File: src/logic/nvc_cfg.svh
// Offsets, field positions, reset values and timing counts of the nv access block.
// Assumes inclusion by bare name from every file that needs them.
`ifndef NVC_CFG_SVH
`define NVC_CFG_SVH

// Register offsets on the device register port
`define NVC_OFS_UNLOCK_KEY 8'h31
`define NVC_OFS_READY 8'h32
`define NVC_OFS_INDIV_ADDR 8'h33
`define NVC_OFS_INDIV_WRITE_DATA 8'h34
`define NVC_OFS_NV_ACCESS_CONTROL 8'h35
`define NVC_OFS_INDIV_READ_DATA 8'h36
`define NVC_OFS_MOTOR_HALT_CONTROL 8'h60
// First and last customer configuration location
`define NVC_CFG_FIRST 8'h90
`define NVC_CFG_LAST 8'h96
`define NVC_CFG_WORDS 7

// Access control field positions
`define NVC_METHOD_LSB 0
`define NVC_METHOD_MSB 1
`define NVC_DIR_BIT 2
`define NVC_RESYNC_BIT 8
`define NVC_SHADOW_BIT 12
// Motor halt bit position
`define NVC_HALT_BIT 15

// Access method codes
`define NVC_METHOD_OFF 2'h0
`define NVC_METHOD_INDIV 2'h1
`define NVC_METHOD_MASS 2'h2

// Unlock key for the customer space
`define NVC_UNLOCK_KEY_VAL 16'hc0de
// Reset value of every register
`define NVC_RESET_WORD 16'h0000

// Programming time of the store and clock period
`define NVC_PROG_TIME_NS 20000
`define NVC_CLK_PERIOD_NS 10
`define NVC_PROG_CYCLES ((`NVC_PROG_TIME_NS + `NVC_CLK_PERIOD_NS - 1) / `NVC_CLK_PERIOD_NS)

`endif

File: src/logic/nvc_pkg.sv
// Types shared by the nv access block.
// Assumes nvc_cfg.svh supplies all numeric constants.
package nvc_pkg;
  // One register or configuration word
  typedef logic [15:0] nvc_word_t;
  // Store programming sequencer
  typedef enum logic [0:0] {
    NVC_ST_IDLE,
    NVC_ST_PROG
  } nvc_state_t;
endpackage

File: src/logic/nvc_nv_store.sv
// Flip-flop model of the nonvolatile configuration array with programming delay.
// Assumes at most one write request per cycle and requests only while ready.
`timescale 1ns/1ns
`include "nvc_cfg.svh"
module nvc_nv_store
  import nvc_pkg::*;
(
  input wire logic clk,
  input wire logic arst_n,
  input wire logic wr_en, // Single word program
  input wire logic [2:0] wr_idx,
  input wire nvc_word_t wr_data,
  input wire logic bulk_en, // Program all words at once
  input wire logic [16*`NVC_CFG_WORDS-1:0] bulk_data,
  output logic [16*`NVC_CFG_WORDS-1:0] words, // Stored contents
  output logic ready // High when idle
);
  localparam logic [10:0] PROG_LAST = 11'(`NVC_PROG_CYCLES - 1);

  nvc_state_t state_r;
  nvc_state_t state_nxt;
  logic [10:0] cnt_r; // Busy time counter
  logic [10:0] cnt_nxt;
  wire start = wr_en | bulk_en;

  // Contents update at once; busy time only models the cell write
  genvar g;
  generate
    for (g = 0; g < `NVC_CFG_WORDS; g = g + 1) begin : g_word
      wire hit = wr_en && (wr_idx == 3'(g));
      always_ff @(posedge clk or negedge arst_n) begin
        if (!arst_n) begin
          words[16*g +: 16] <= `NVC_RESET_WORD;
        end else if (bulk_en) begin
          words[16*g +: 16] <= bulk_data[16*g +: 16];
        end else if (hit) begin
          words[16*g +: 16] <= wr_data;
        end
      end
    end
  endgenerate

  // Sequencer next state
  always_comb begin
    state_nxt = state_r;
    cnt_nxt = cnt_r;
    unique case (state_r)
      NVC_ST_IDLE: begin
        if (start) begin
          state_nxt = NVC_ST_PROG;
          cnt_nxt = 11'h000;
        end
      end
      NVC_ST_PROG: begin
        if (cnt_r == PROG_LAST) begin
          state_nxt = NVC_ST_IDLE;
        end else begin
          cnt_nxt = cnt_r + 11'h001;
        end
      end
    endcase
  end

  // Sequencer state
  always_ff @(posedge clk or negedge arst_n) begin
    if (!arst_n) begin
      state_r <= NVC_ST_IDLE;
      cnt_r <= 11'h000;
    end else begin
      state_r <= state_nxt;
      cnt_r <= cnt_nxt;
    end
  end

  assign ready = (state_r == NVC_ST_IDLE);
endmodule

File: src/logic/nvc_shadow.sv
// Shadow copy of the configuration words, written by the host or reloaded whole.
// Assumes load_all and wr_en are one-cycle pulses from the register logic.
`timescale 1ns/1ns
`include "nvc_cfg.svh"
module nvc_shadow
  import nvc_pkg::*;
(
  input wire logic clk,
  input wire logic arst_n,
  input wire logic load_all, // Copy whole store image
  input wire logic [16*`NVC_CFG_WORDS-1:0] load_data,
  input wire logic wr_en, // Host word write
  input wire logic [2:0] wr_idx,
  input wire nvc_word_t wr_data,
  output logic [16*`NVC_CFG_WORDS-1:0] words
);
  // Reload wins over a host write in the same cycle
  genvar g;
  generate
    for (g = 0; g < `NVC_CFG_WORDS; g = g + 1) begin : g_word
      wire hit = wr_en && (wr_idx == 3'(g));
      always_ff @(posedge clk or negedge arst_n) begin
        if (!arst_n) begin
          words[16*g +: 16] <= `NVC_RESET_WORD;
        end else if (load_all) begin
          words[16*g +: 16] <= load_data[16*g +: 16];
        end else if (hit) begin
          words[16*g +: 16] <= wr_data;
        end
      end
    end
  endgenerate
endmodule

File: src/logic/nvc_access_regs.sv
// Register front end of the nonvolatile configuration store.
// Assumes the serial slave presents one-cycle read and write strobes on CLK.
// Summary of operation
// - Write data word is programmed at selected location
// - Shadow select drives configuration from shadow words
// - Config reads return shadow words when selected
// - Resync bit copies store into shadow
// - Direction bit: zero reads, one writes
// - Method field: off, individual, mass, reserved
// - Read data holds last individual read
// - Halt bit one stops the motor
// - Halt bit always reads back zero
// - Reserved control bits read as zero
// - Unused addresses read zero, ignore writes
// - Address register picks individual location
// - Ready flag low while store busy
`timescale 1ns/1ns
`include "nvc_cfg.svh"
module nvc_access_regs
  import nvc_pkg::*;
(
  input wire logic CLK,
  input wire logic ARST_N,
  input wire logic [7:0] REG_ADDR, // Register offset
  input wire nvc_word_t REG_WDATA,
  input wire logic REG_WE, // Write strobe
  input wire logic REG_RE, // Read strobe
  output nvc_word_t REG_RDATA, // Valid the cycle after REG_RE
  output logic MOTOR_HALT, // High stops the motor
  output logic [16*`NVC_CFG_WORDS-1:0] CFG_WORDS // Operating configuration
);
  nvc_word_t key_r; // Unlock key
  logic [7:0] ind_addr_r; // Individual location select
  nvc_word_t indiv_write_word_r;
  nvc_word_t indiv_read_word_r;
  logic [1:0] nv_access_method_r;
  logic write_not_read_select_r;
  logic shadow_override_select_r;
  logic motor_halt_bit_r;
  nvc_word_t rdata_r;
  logic [16*`NVC_CFG_WORDS-1:0] nv_words; // Store contents
  logic [16*`NVC_CFG_WORDS-1:0] sh_words; // Shadow contents
  logic nv_ready_flag;

  // Address decode
  wire hit_key = (REG_ADDR == `NVC_OFS_UNLOCK_KEY);
  wire hit_rdy = (REG_ADDR == `NVC_OFS_READY);
  wire hit_addr = (REG_ADDR == `NVC_OFS_INDIV_ADDR);
  wire hit_wd = (REG_ADDR == `NVC_OFS_INDIV_WRITE_DATA);
  wire hit_ctrl = (REG_ADDR == `NVC_OFS_NV_ACCESS_CONTROL);
  wire hit_rd = (REG_ADDR == `NVC_OFS_INDIV_READ_DATA);
  wire hit_halt = (REG_ADDR == `NVC_OFS_MOTOR_HALT_CONTROL);
  wire hit_cfg = (REG_ADDR >= `NVC_CFG_FIRST) && (REG_ADDR <= `NVC_CFG_LAST);
  wire [2:0] cfg_idx = REG_ADDR[2:0]; // First location has low bits zero

  wire key_ok = (key_r == `NVC_UNLOCK_KEY_VAL);
  wire ind_in_range = (ind_addr_r >= `NVC_CFG_FIRST) && (ind_addr_r <= `NVC_CFG_LAST);
  wire [2:0] ind_idx = ind_addr_r[2:0];

  // Control write fields take effect from the value being written
  wire ctrl_we = REG_WE && hit_ctrl;
  wire [1:0] wr_method = REG_WDATA[`NVC_METHOD_MSB:`NVC_METHOD_LSB];
  wire wr_dir = REG_WDATA[`NVC_DIR_BIT];
  // A busy store or missing key makes an individual or mass trigger a no-op
  wire go = ctrl_we && nv_ready_flag && key_ok;
  wire is_ind = (wr_method == `NVC_METHOD_INDIV);
  wire is_mass = (wr_method == `NVC_METHOD_MASS);
  wire ind_wr_go = go && is_ind && wr_dir && ind_in_range;
  wire ind_rd_go = go && is_ind && !wr_dir && ind_in_range;
  wire mass_wr_go = go && is_mass && wr_dir;
  wire mass_rd_go = go && is_mass && !wr_dir;
  wire resync_go = ctrl_we && REG_WDATA[`NVC_RESYNC_BIT] && nv_ready_flag;
  wire sh_load = resync_go || mass_rd_go;
  // Host writes to customer space land in the shadow words
  wire sh_wr = REG_WE && hit_cfg && key_ok;

  // Selected store word for individual reads and host reads
  wire nvc_word_t nv_ind_word = nv_words[16*ind_idx +: 16];
  wire nvc_word_t nv_cfg_word = nv_words[16*cfg_idx +: 16];
  wire nvc_word_t sh_cfg_word = sh_words[16*cfg_idx +: 16];
  wire nvc_word_t cfg_rd_word = shadow_override_select_r ? sh_cfg_word : nv_cfg_word;

  // Control readback; resync reads zero as it is a trigger
  wire nvc_word_t ctrl_rd = {3'h0, shadow_override_select_r, 3'h0, 1'b0, 5'h00,
                             write_not_read_select_r, nv_access_method_r};

  // Read mux; unused and halt addresses give zero
  wire nvc_word_t rd_mux =
    hit_key ? key_r :
    hit_rdy ? {15'h0000, nv_ready_flag} :
    hit_addr ? {8'h00, ind_addr_r} :
    hit_wd ? indiv_write_word_r :
    hit_ctrl ? ctrl_rd :
    hit_rd ? indiv_read_word_r :
    hit_cfg ? cfg_rd_word :
    16'h0000;

  // Store array
  nvc_nv_store u_store (
    .clk(CLK),
    .arst_n(ARST_N),
    .wr_en(ind_wr_go),
    .wr_idx(ind_idx),
    .wr_data(indiv_write_word_r),
    .bulk_en(mass_wr_go),
    .bulk_data(sh_words),
    .words(nv_words),
    .ready(nv_ready_flag)
  );

  // Shadow bank
  nvc_shadow u_shadow (
    .clk(CLK),
    .arst_n(ARST_N),
    .load_all(sh_load),
    .load_data(nv_words),
    .wr_en(sh_wr),
    .wr_idx(cfg_idx),
    .wr_data(REG_WDATA),
    .words(sh_words)
  );

  // Key, address and write data registers
  always_ff @(posedge CLK or negedge ARST_N) begin
    if (!ARST_N) begin
      key_r <= `NVC_RESET_WORD;
      ind_addr_r <= 8'h00;
      indiv_write_word_r <= `NVC_RESET_WORD;
    end else if (REG_WE) begin
      if (hit_key) key_r <= REG_WDATA;
      if (hit_addr) ind_addr_r <= REG_WDATA[7:0];
      if (hit_wd) indiv_write_word_r <= REG_WDATA;
    end
  end

  // Access control fields; reserved bits are never stored
  always_ff @(posedge CLK or negedge ARST_N) begin
    if (!ARST_N) begin
      nv_access_method_r <= `NVC_METHOD_OFF;
      write_not_read_select_r <= 1'b0;
      shadow_override_select_r <= 1'b0;
    end else if (ctrl_we) begin
      nv_access_method_r <= wr_method;
      write_not_read_select_r <= wr_dir;
      shadow_override_select_r <= REG_WDATA[`NVC_SHADOW_BIT];
    end
  end

  // Individual read capture
  always_ff @(posedge CLK or negedge ARST_N) begin
    if (!ARST_N) begin
      indiv_read_word_r <= `NVC_RESET_WORD;
    end else if (ind_rd_go) begin
      indiv_read_word_r <= nv_ind_word;
    end
  end

  // Write-only motor halt bit
  always_ff @(posedge CLK or negedge ARST_N) begin
    if (!ARST_N) begin
      motor_halt_bit_r <= 1'b0;
    end else if (REG_WE && hit_halt) begin
      motor_halt_bit_r <= REG_WDATA[`NVC_HALT_BIT];
    end
  end

  // Registered read data
  always_ff @(posedge CLK or negedge ARST_N) begin
    if (!ARST_N) begin
      rdata_r <= `NVC_RESET_WORD;
    end else if (REG_RE) begin
      rdata_r <= rd_mux;
    end
  end

  assign REG_RDATA = rdata_r;
  assign MOTOR_HALT = motor_halt_bit_r;
  // Operating configuration follows the shadow only when selected
  assign CFG_WORDS = shadow_override_select_r ? sh_words : nv_words;

  chk_write_programs: assert property (@(posedge CLK) disable iff (!ARST_N)
    ind_wr_go |=> nv_words[16*$past(ind_idx) +: 16] == $past(indiv_write_word_r))
    else $error("individual write did not program the word");

  // Source follows the shadow bit as the host wrote it
  chk_cfg_source: assert property (@(posedge CLK) disable iff (!ARST_N)
    ctrl_we |=> CFG_WORDS == ($past(REG_WDATA[`NVC_SHADOW_BIT]) ? sh_words : nv_words))
    else $error("configuration source wrong");

  chk_shadow_read: assert property (@(posedge CLK) disable iff (!ARST_N)
    (REG_RE && hit_cfg && shadow_override_select_r && !sh_wr) |=> REG_RDATA == $past(sh_cfg_word))
    else $error("config read did not return shadow word");

  chk_resync_copy: assert property (@(posedge CLK) disable iff (!ARST_N)
    resync_go |=> sh_words == $past(nv_words))
    else $error("resync did not copy store into shadow");

  chk_read_capture: assert property (@(posedge CLK) disable iff (!ARST_N)
    ind_rd_go |=> indiv_read_word_r == $past(nv_ind_word) ##1 1'b1)
    else $error("individual read data not captured");

  chk_halt_set: assert property (@(posedge CLK) disable iff (!ARST_N)
    (REG_WE && hit_halt) |=> MOTOR_HALT == $past(REG_WDATA[`NVC_HALT_BIT]))
    else $error("motor halt does not follow write");

  chk_halt_hidden: assert property (@(posedge CLK) disable iff (!ARST_N)
    (REG_RE && hit_halt) |=> REG_RDATA == 16'h0000)
    else $error("motor halt register read back nonzero");

  chk_ctrl_reserved: assert property (@(posedge CLK) disable iff (!ARST_N)
    (REG_RE && hit_ctrl) |=> (REG_RDATA & 16'heef8) == 16'h0000)
    else $error("reserved control bits read nonzero");

  chk_unused_zero: assert property (@(posedge CLK) disable iff (!ARST_N)
    (REG_RE && ((REG_ADDR >= 8'h37 && REG_ADDR <= 8'h5f) || (REG_ADDR >= 8'h61 &&
    REG_ADDR <= 8'h8f))) |=> REG_RDATA == 16'h0000)
    else $error("unused address read nonzero");

  chk_busy_ready: assert property (@(posedge CLK) disable iff (!ARST_N)
    (ind_wr_go || mass_wr_go) |=> !nv_ready_flag [*8])
    else $error("ready flag not low during programming");

  chk_key_gate: assert property (@(posedge CLK) disable iff (!ARST_N)
    (ctrl_we && !key_ok) |=> $stable(nv_words) && $stable(indiv_read_word_r))
    else $error("store accessed without unlock key");

  // Watchers below look at outputs and state as well as at the trigger decode
  // Busy watcher: cycles since a program start, saturating
  // Saturation keeps a long idle spell from wrapping into the window
  localparam logic [11:0] BUSY_LAST = 12'(`NVC_PROG_CYCLES);
  localparam logic [11:0] BUSY_DONE = 12'(`NVC_PROG_CYCLES + 1);
  logic [11:0] busy_seen_r; // Zero when no program ran
  wire busy_idle = (busy_seen_r == 12'h000);
  wire busy_sat = (busy_seen_r == 12'hfff);

  // Count from one after the start edge; stop at the ceiling
  always_ff @(posedge CLK or negedge ARST_N) begin
    if (!ARST_N) begin
      busy_seen_r <= 12'h000;
    end else if (ind_wr_go || mass_wr_go) begin
      busy_seen_r <= 12'h001;
    end else if (!busy_idle && !busy_sat) begin
      busy_seen_r <= busy_seen_r + 12'h001;
    end
  end

  // Ready stays low for the whole programming time
  chk_busy_span: assert property (@(posedge CLK) disable iff (!ARST_N)
    (!busy_idle && busy_seen_r <= BUSY_LAST) |-> !nv_ready_flag)
    else $error("ready flag rose before programming ended");

  // Ready returns as soon as the programming time has run out
  chk_busy_end: assert property (@(posedge CLK) disable iff (!ARST_N)
    (busy_seen_r == BUSY_DONE) |-> nv_ready_flag)
    else $error("ready flag did not return after programming");

  // A trigger while busy leaves store, shadow and read data alone
  chk_busy_refuse: assert property (@(posedge CLK) disable iff (!ARST_N)
    (ctrl_we && !nv_ready_flag) |=> $stable(nv_words) && $stable(sh_words)
    && $stable(indiv_read_word_r))
    else $error("access started while store busy");

  // Access disabled leaves store and read data alone
  chk_method_off: assert property (@(posedge CLK) disable iff (!ARST_N)
    (ctrl_we && wr_method == `NVC_METHOD_OFF) |=> $stable(nv_words)
    && $stable(indiv_read_word_r))
    else $error("disabled access touched the store");

  // Location outside the customer space is ignored
  chk_addr_range: assert property (@(posedge CLK) disable iff (!ARST_N)
    (ctrl_we && is_ind && !ind_in_range) |=> $stable(nv_words)
    && $stable(indiv_read_word_r))
    else $error("out of range location accessed");

  // Mass write programs every word from the shadow copy
  chk_mass_write: assert property (@(posedge CLK) disable iff (!ARST_N)
    mass_wr_go |=> nv_words == $past(sh_words))
    else $error("mass write did not copy shadow into store");

  // Mass read reloads every shadow word from the store
  chk_mass_read: assert property (@(posedge CLK) disable iff (!ARST_N)
    mass_rd_go |=> sh_words == $past(nv_words))
    else $error("mass read did not reload shadow");

  // Reads never alter the store
  chk_read_keeps: assert property (@(posedge CLK) disable iff (!ARST_N)
    (ind_rd_go || mass_rd_go) |=> $stable(nv_words))
    else $error("read changed the store");

  // Read data only moves on an individual read
  chk_indiv_hold: assert property (@(posedge CLK) disable iff (!ARST_N)
    !ind_rd_go |=> $stable(indiv_read_word_r))
    else $error("individual read data changed without a read");

  // Customer space writes without the key are dropped
  chk_key_write: assert property (@(posedge CLK) disable iff (!ARST_N)
    (REG_WE && hit_cfg && !key_ok) |=> $stable(sh_words))
    else $error("shadow written without unlock key");

  // Outputs sit at zero while reset is applied
  chk_reset_clear: assert property (@(posedge CLK)
    !ARST_N |=> (REG_RDATA == 16'h0000 && !MOTOR_HALT
    && CFG_WORDS == '0))
    else $error("outputs not cleared by reset");
endmodule

File: config.mk
export PLATFORM = sky130hd
export DESIGN_NAME = nvc_access_regs
export DESIGN_NICKNAME = d
export VERILOG_FILES = /design/src/logic/nvc_pkg.sv /design/src/logic/nvc_nv_store.sv /design/src/logic/nvc_shadow.sv /design/src/logic/nvc_access_regs.sv
export VERILOG_INCLUDE_DIRS = /design/src /design/src/logic
export SDC_FILE = /design/constraint.sdc
export NUM_CORES = 1
export LEC_CHECK = 0
export BUFFER_PORTS_ARGS = -buffer_cell sky130_fd_sc_hd__buf_2
export CAP_MARGIN = 25
export CORE_UTILIZATION = 55
export CTS_CLUSTER_DIAMETER = 60
export CTS_CLUSTER_SIZE = 16
export DETAILED_ROUTE_END_ITERATION = 6
export PLACE_DENSITY = 0.85
export SLEW_MARGIN = 15
export SYNTH_ARGS = -nofsm -noshare
export SYNTH_HDL_FRONTEND = slang
export SYNTH_HIERARCHICAL = 1
export SYNTH_SLANG_ARGS = --single-unit
File: constraint.sdc
create_clock -name CLK -period 4.95 [get_ports CLK]
set_clock_uncertainty 0.1 [all_clocks]
set_input_delay 0 -clock CLK [delete_from_list [all_inputs] [get_ports CLK]]
set_output_delay 0 -clock CLK [all_outputs]
set_load 0.01 [all_outputs]
==> metrics.yaml <==
pre_cts_slack_ns: 1.43
slowest_delay_ns: 0.61
grt_pass1_wl_mm: 92.8
regArea_sq_um: 7840
status: "complete, but fails checks"
cts.clk_slew.worst_paths_ns: 0.07
grt_usage_pct: 33.8
finalMaxSlewViolations: 0
crit_type: "in -> reg"
synth_edf_count: 0
dp_hpwl_mm: 39.1
clkSinkCount: 313
multiInputGateArea_sq_um: 10400
cts_tree: "yes"
vias: 16200
yosysMostFrequentCell: "nand2_1"
diodes: 0
tns_ns: 0
power_density_nw_per_um2: 257
drive_above_1_share_pct: 30.5
yosysSeqAreaShare_pct: 41.4
dr.pass1.iters: 5
crit_path_start_kind: "input port"
rsz0062_at_grt: "no"
violations: "negative hold slack"
hold_viol: 6
cts_root_buffer: "clkbuf_16"
yosys_warnings: 6
syn_nets: 1847
avgSynthCellArea_sq_um: 10.4
synth_area_leaders: "dfrtp_1 41%, mux2_2 16%, mux2i_1 8.2%"
critPathSlowestCell: "dlygate4sd3_1"
synthCells: 1818
drtAntennaViolNets: 0
h-tree-depth: 1
switching_power_mw: 1.44
vdd_ir_drop_max_mv: 0.352
crit_fanout: 13
cap_violations: 0
core_area_sq_um: 33700
postSynth.topFlopCell: "dfrtp_1"
overflow: 0
wl_mm: 60.7
area_delta_synth_final_pct: 12.1
wire_per_inst_microns: 25.2
period_share_pct: 85.2
hold_ws_ns: -0.00151
ys_top_cells_by_count: "406 x nand2_1, 313 x dfrtp_1, 266 x mux2_2"
cts_buffer_depth: 3
setup_slack_ns: 0.733
yosys.area.top_type_share_pct: 41.4
arrival_ns: 4.54
numPortBuffers: 156
grt_pass1_vias: 15800
hold_path.class: "in -> async"
antenna_found_initial: 0
finalPower_mw: 5.46
p_leak_nw: 10.1
gp_congestion: 0.894
final_nets: 1966
fin_cells: 2405
ys_ff_latch: 313
fp.dieH_microns: 188
dieArea_sq_um: 35200
post_cts_buffers: 0
rrSetupSlack_ns: 1.22
end_kind: "flip-flop"
clkPwrFrac_pct: 43.6
fillers: 2615
synth_cell_type_count: 83
ctsResizeCount: 0
clock_latency_ns: 0.58
worst_pin_slew_ns: 1.14
grt_max_degree: 225
syn-cell-area_sq_um: 18900
start_util_pct: 56.2
die_w_microns: 188
path_cells: "dlygate4sd3_1 > buf_2 > or3b_4 > dlygate4sd3_1 > nor2_1 > and4_1 > nand4_1 > nor2_1 > nand2b_2 > nor3_4 > buf_4 > mux2i_1 > o21ai_1"
async_reset_ff_share_pct: 100
seqPwrFrac_pct: 48.4
finalCriticalPeriod_ns: 4.22
place_inst: 2319
io_pins: 157
switching_share_pct: 26.3
p_comb_share_pct: 8.1
route.detailed.drc: 0
vias_per_cell: 6.74
cts_buffers: 29
drtIter0Drc: 2479
power.internal_mw: 4.02
timing.fmax_ghz: 0.237
synth_top_area_cell: "dfrtp_1"
cp.required_ns: 5.28
rows: 67
finalSetupViolations: 0
slew_headroom_pct: 23.4
timing repair:
action	CTS	global route
hold buffers	35	0
hold endpoints to repair	239	0
endpoints found under the setup margin	0	0
cells by family (layout without fill, tap and decap cells):
logic type / count (synthesis) / in the layout / share of synthesized area [%]
buffers and inverters: 144 / 283 / 3.95
AO/OA/AOI/OAI: 315 / 315 / 10.7
XOR/XNOR: 1 / 1 / 0.0463
flip-flops: 313 / 313 / 41.4
adder cells (fa/ha/maj): 1 / 1 / 0.0661
AND/OR/NAND/NOR: 566 / 566 / 13.5
multiplexers: 478 / 478 / 30.3
worst max-delay path, delay by kind of cell:
family	cells	cell delay, ns
muxes	1	0.27
AOI/OAI and AO/OA	1	0.08
and+or+nand+nor	7	2.52
buffers and inverters	4	1.67
final cells by class:
cell class / instances / share of cell area, %
multi-input cells: 1361 / 48.9
flip-flops and latches: 313 / 36.9
repair buffers: 222 / 6.71
clock buffers: 33 / 3.63
well taps: 448 / 2.64
clock inverters: 18 / 0.979
inverters: 10 / 0.177
per-layer routing:
metal	GRT usage (%)	up-vias	wire [microns]
met2	49.5	1309	26200
met3	8.52	244	7960
met4	16.1	0	3190
li1	-	6764	-
met5	0	-	0
met1	47.1	7891	23400
power groups by stage:
stage                     clock, mW  sequential [mW]  combinational [mW]
after global routing           2.47             2.64               0.465
after global placement            0             2.68               0.399
after CTS                      2.39             2.64               0.429
final                          2.38             2.64               0.440
after floorplan                   0             2.66               0.240
after detailed placement          0             2.69               0.407
cells in the final DEF, fill, tap and decap left out, types with 5 or more instances in the layout:
master | Yosys | final
nand4b_1 | 6 | 6
a211o_1 | 6 | 6
mux2_4 | 10 | 10
o22ai_1 | 13 | 13
dlygate4sd3_1 | 0 | 35
nor3b_1 | 5 | 5
nor2b_1 | 11 | 10
a221oi_1 | 9 | 9
nand2_1 | 406 | 406
a22oi_1 | 12 | 12
a31oi_1 | 7 | 7
dfrtp_1 | 313 | 310
a21oi_1 | 25 | 25
nand3b_1 | 6 | 6
mux4_2 | 46 | 46
o21ai_0 | 126 | 126
inv_6 | 0 | 7
and3_1 | 13 | 13
a21o_1 | 7 | 7
a211oi_1 | 9 | 9
nand4_1 | 5 | 5
clkbuf_16 | 0 | 29
o21ai_1 | 44 | 44
buf_4 | 11 | 27
o31ai_1 | 8 | 8
nor2_1 | 37 | 36
buf_2 | 53 | 155
o211ai_1 | 6 | 6
nand2b_1 | 26 | 26
nand3_1 | 17 | 17
mux2i_1 | 156 | 156
inv_1 | 7 | 7
mux2_2 | 266 | 266
sequential cells by signal, indices dropped and copies added, names as in the netlist:
register / flops
ind_addr_r: 8
REG_RDATA: 16
u_shadow/words: 112
key_r: 16
write_not_read_select_r: 1
nv_access_method_r: 2
u_store/words: 112
MOTOR_HALT: 1
u_store/state_r: 1
indiv_write_word_r: 16
shadow_override_select_r: 1
indiv_read_word_r: 16
u_store/cnt_r: 11
through the flow:
step	utilization [%]	instance area, sq um
floorplan	-	18900
global placement	59.0	19900
detailed placement	59.0	19900
CTS	63.0	21200
global route	63.0	21200
finish	63.0	21200
final timing paths:
kind	cells after the start	startpoint	end
setup / recovery	13	REG_ADDR[6]	u_store/words[10]$_DFFE_PN0P_
max in group asynchronous	3	ARST_N	REG_RDATA[8]$_DFFE_PN0P_
setup reg to reg	8	key_r[13]$_DFFE_PN0P_	u_shadow/words[87]$_DFFE_PN0P_
hold reg to reg	1	u_store/cnt_r[10]$_DFFE_PN0P_	u_store/cnt_r[10]$_DFFE_PN0P_
min in group CLK	3	REG_ADDR[1]	REG_RDATA[7]$_DFFE_PN0P_
hold / removal	2	ARST_N	u_shadow/words[81]$_DFFE_PN0P_
Power figures use the tool's default switching activity.
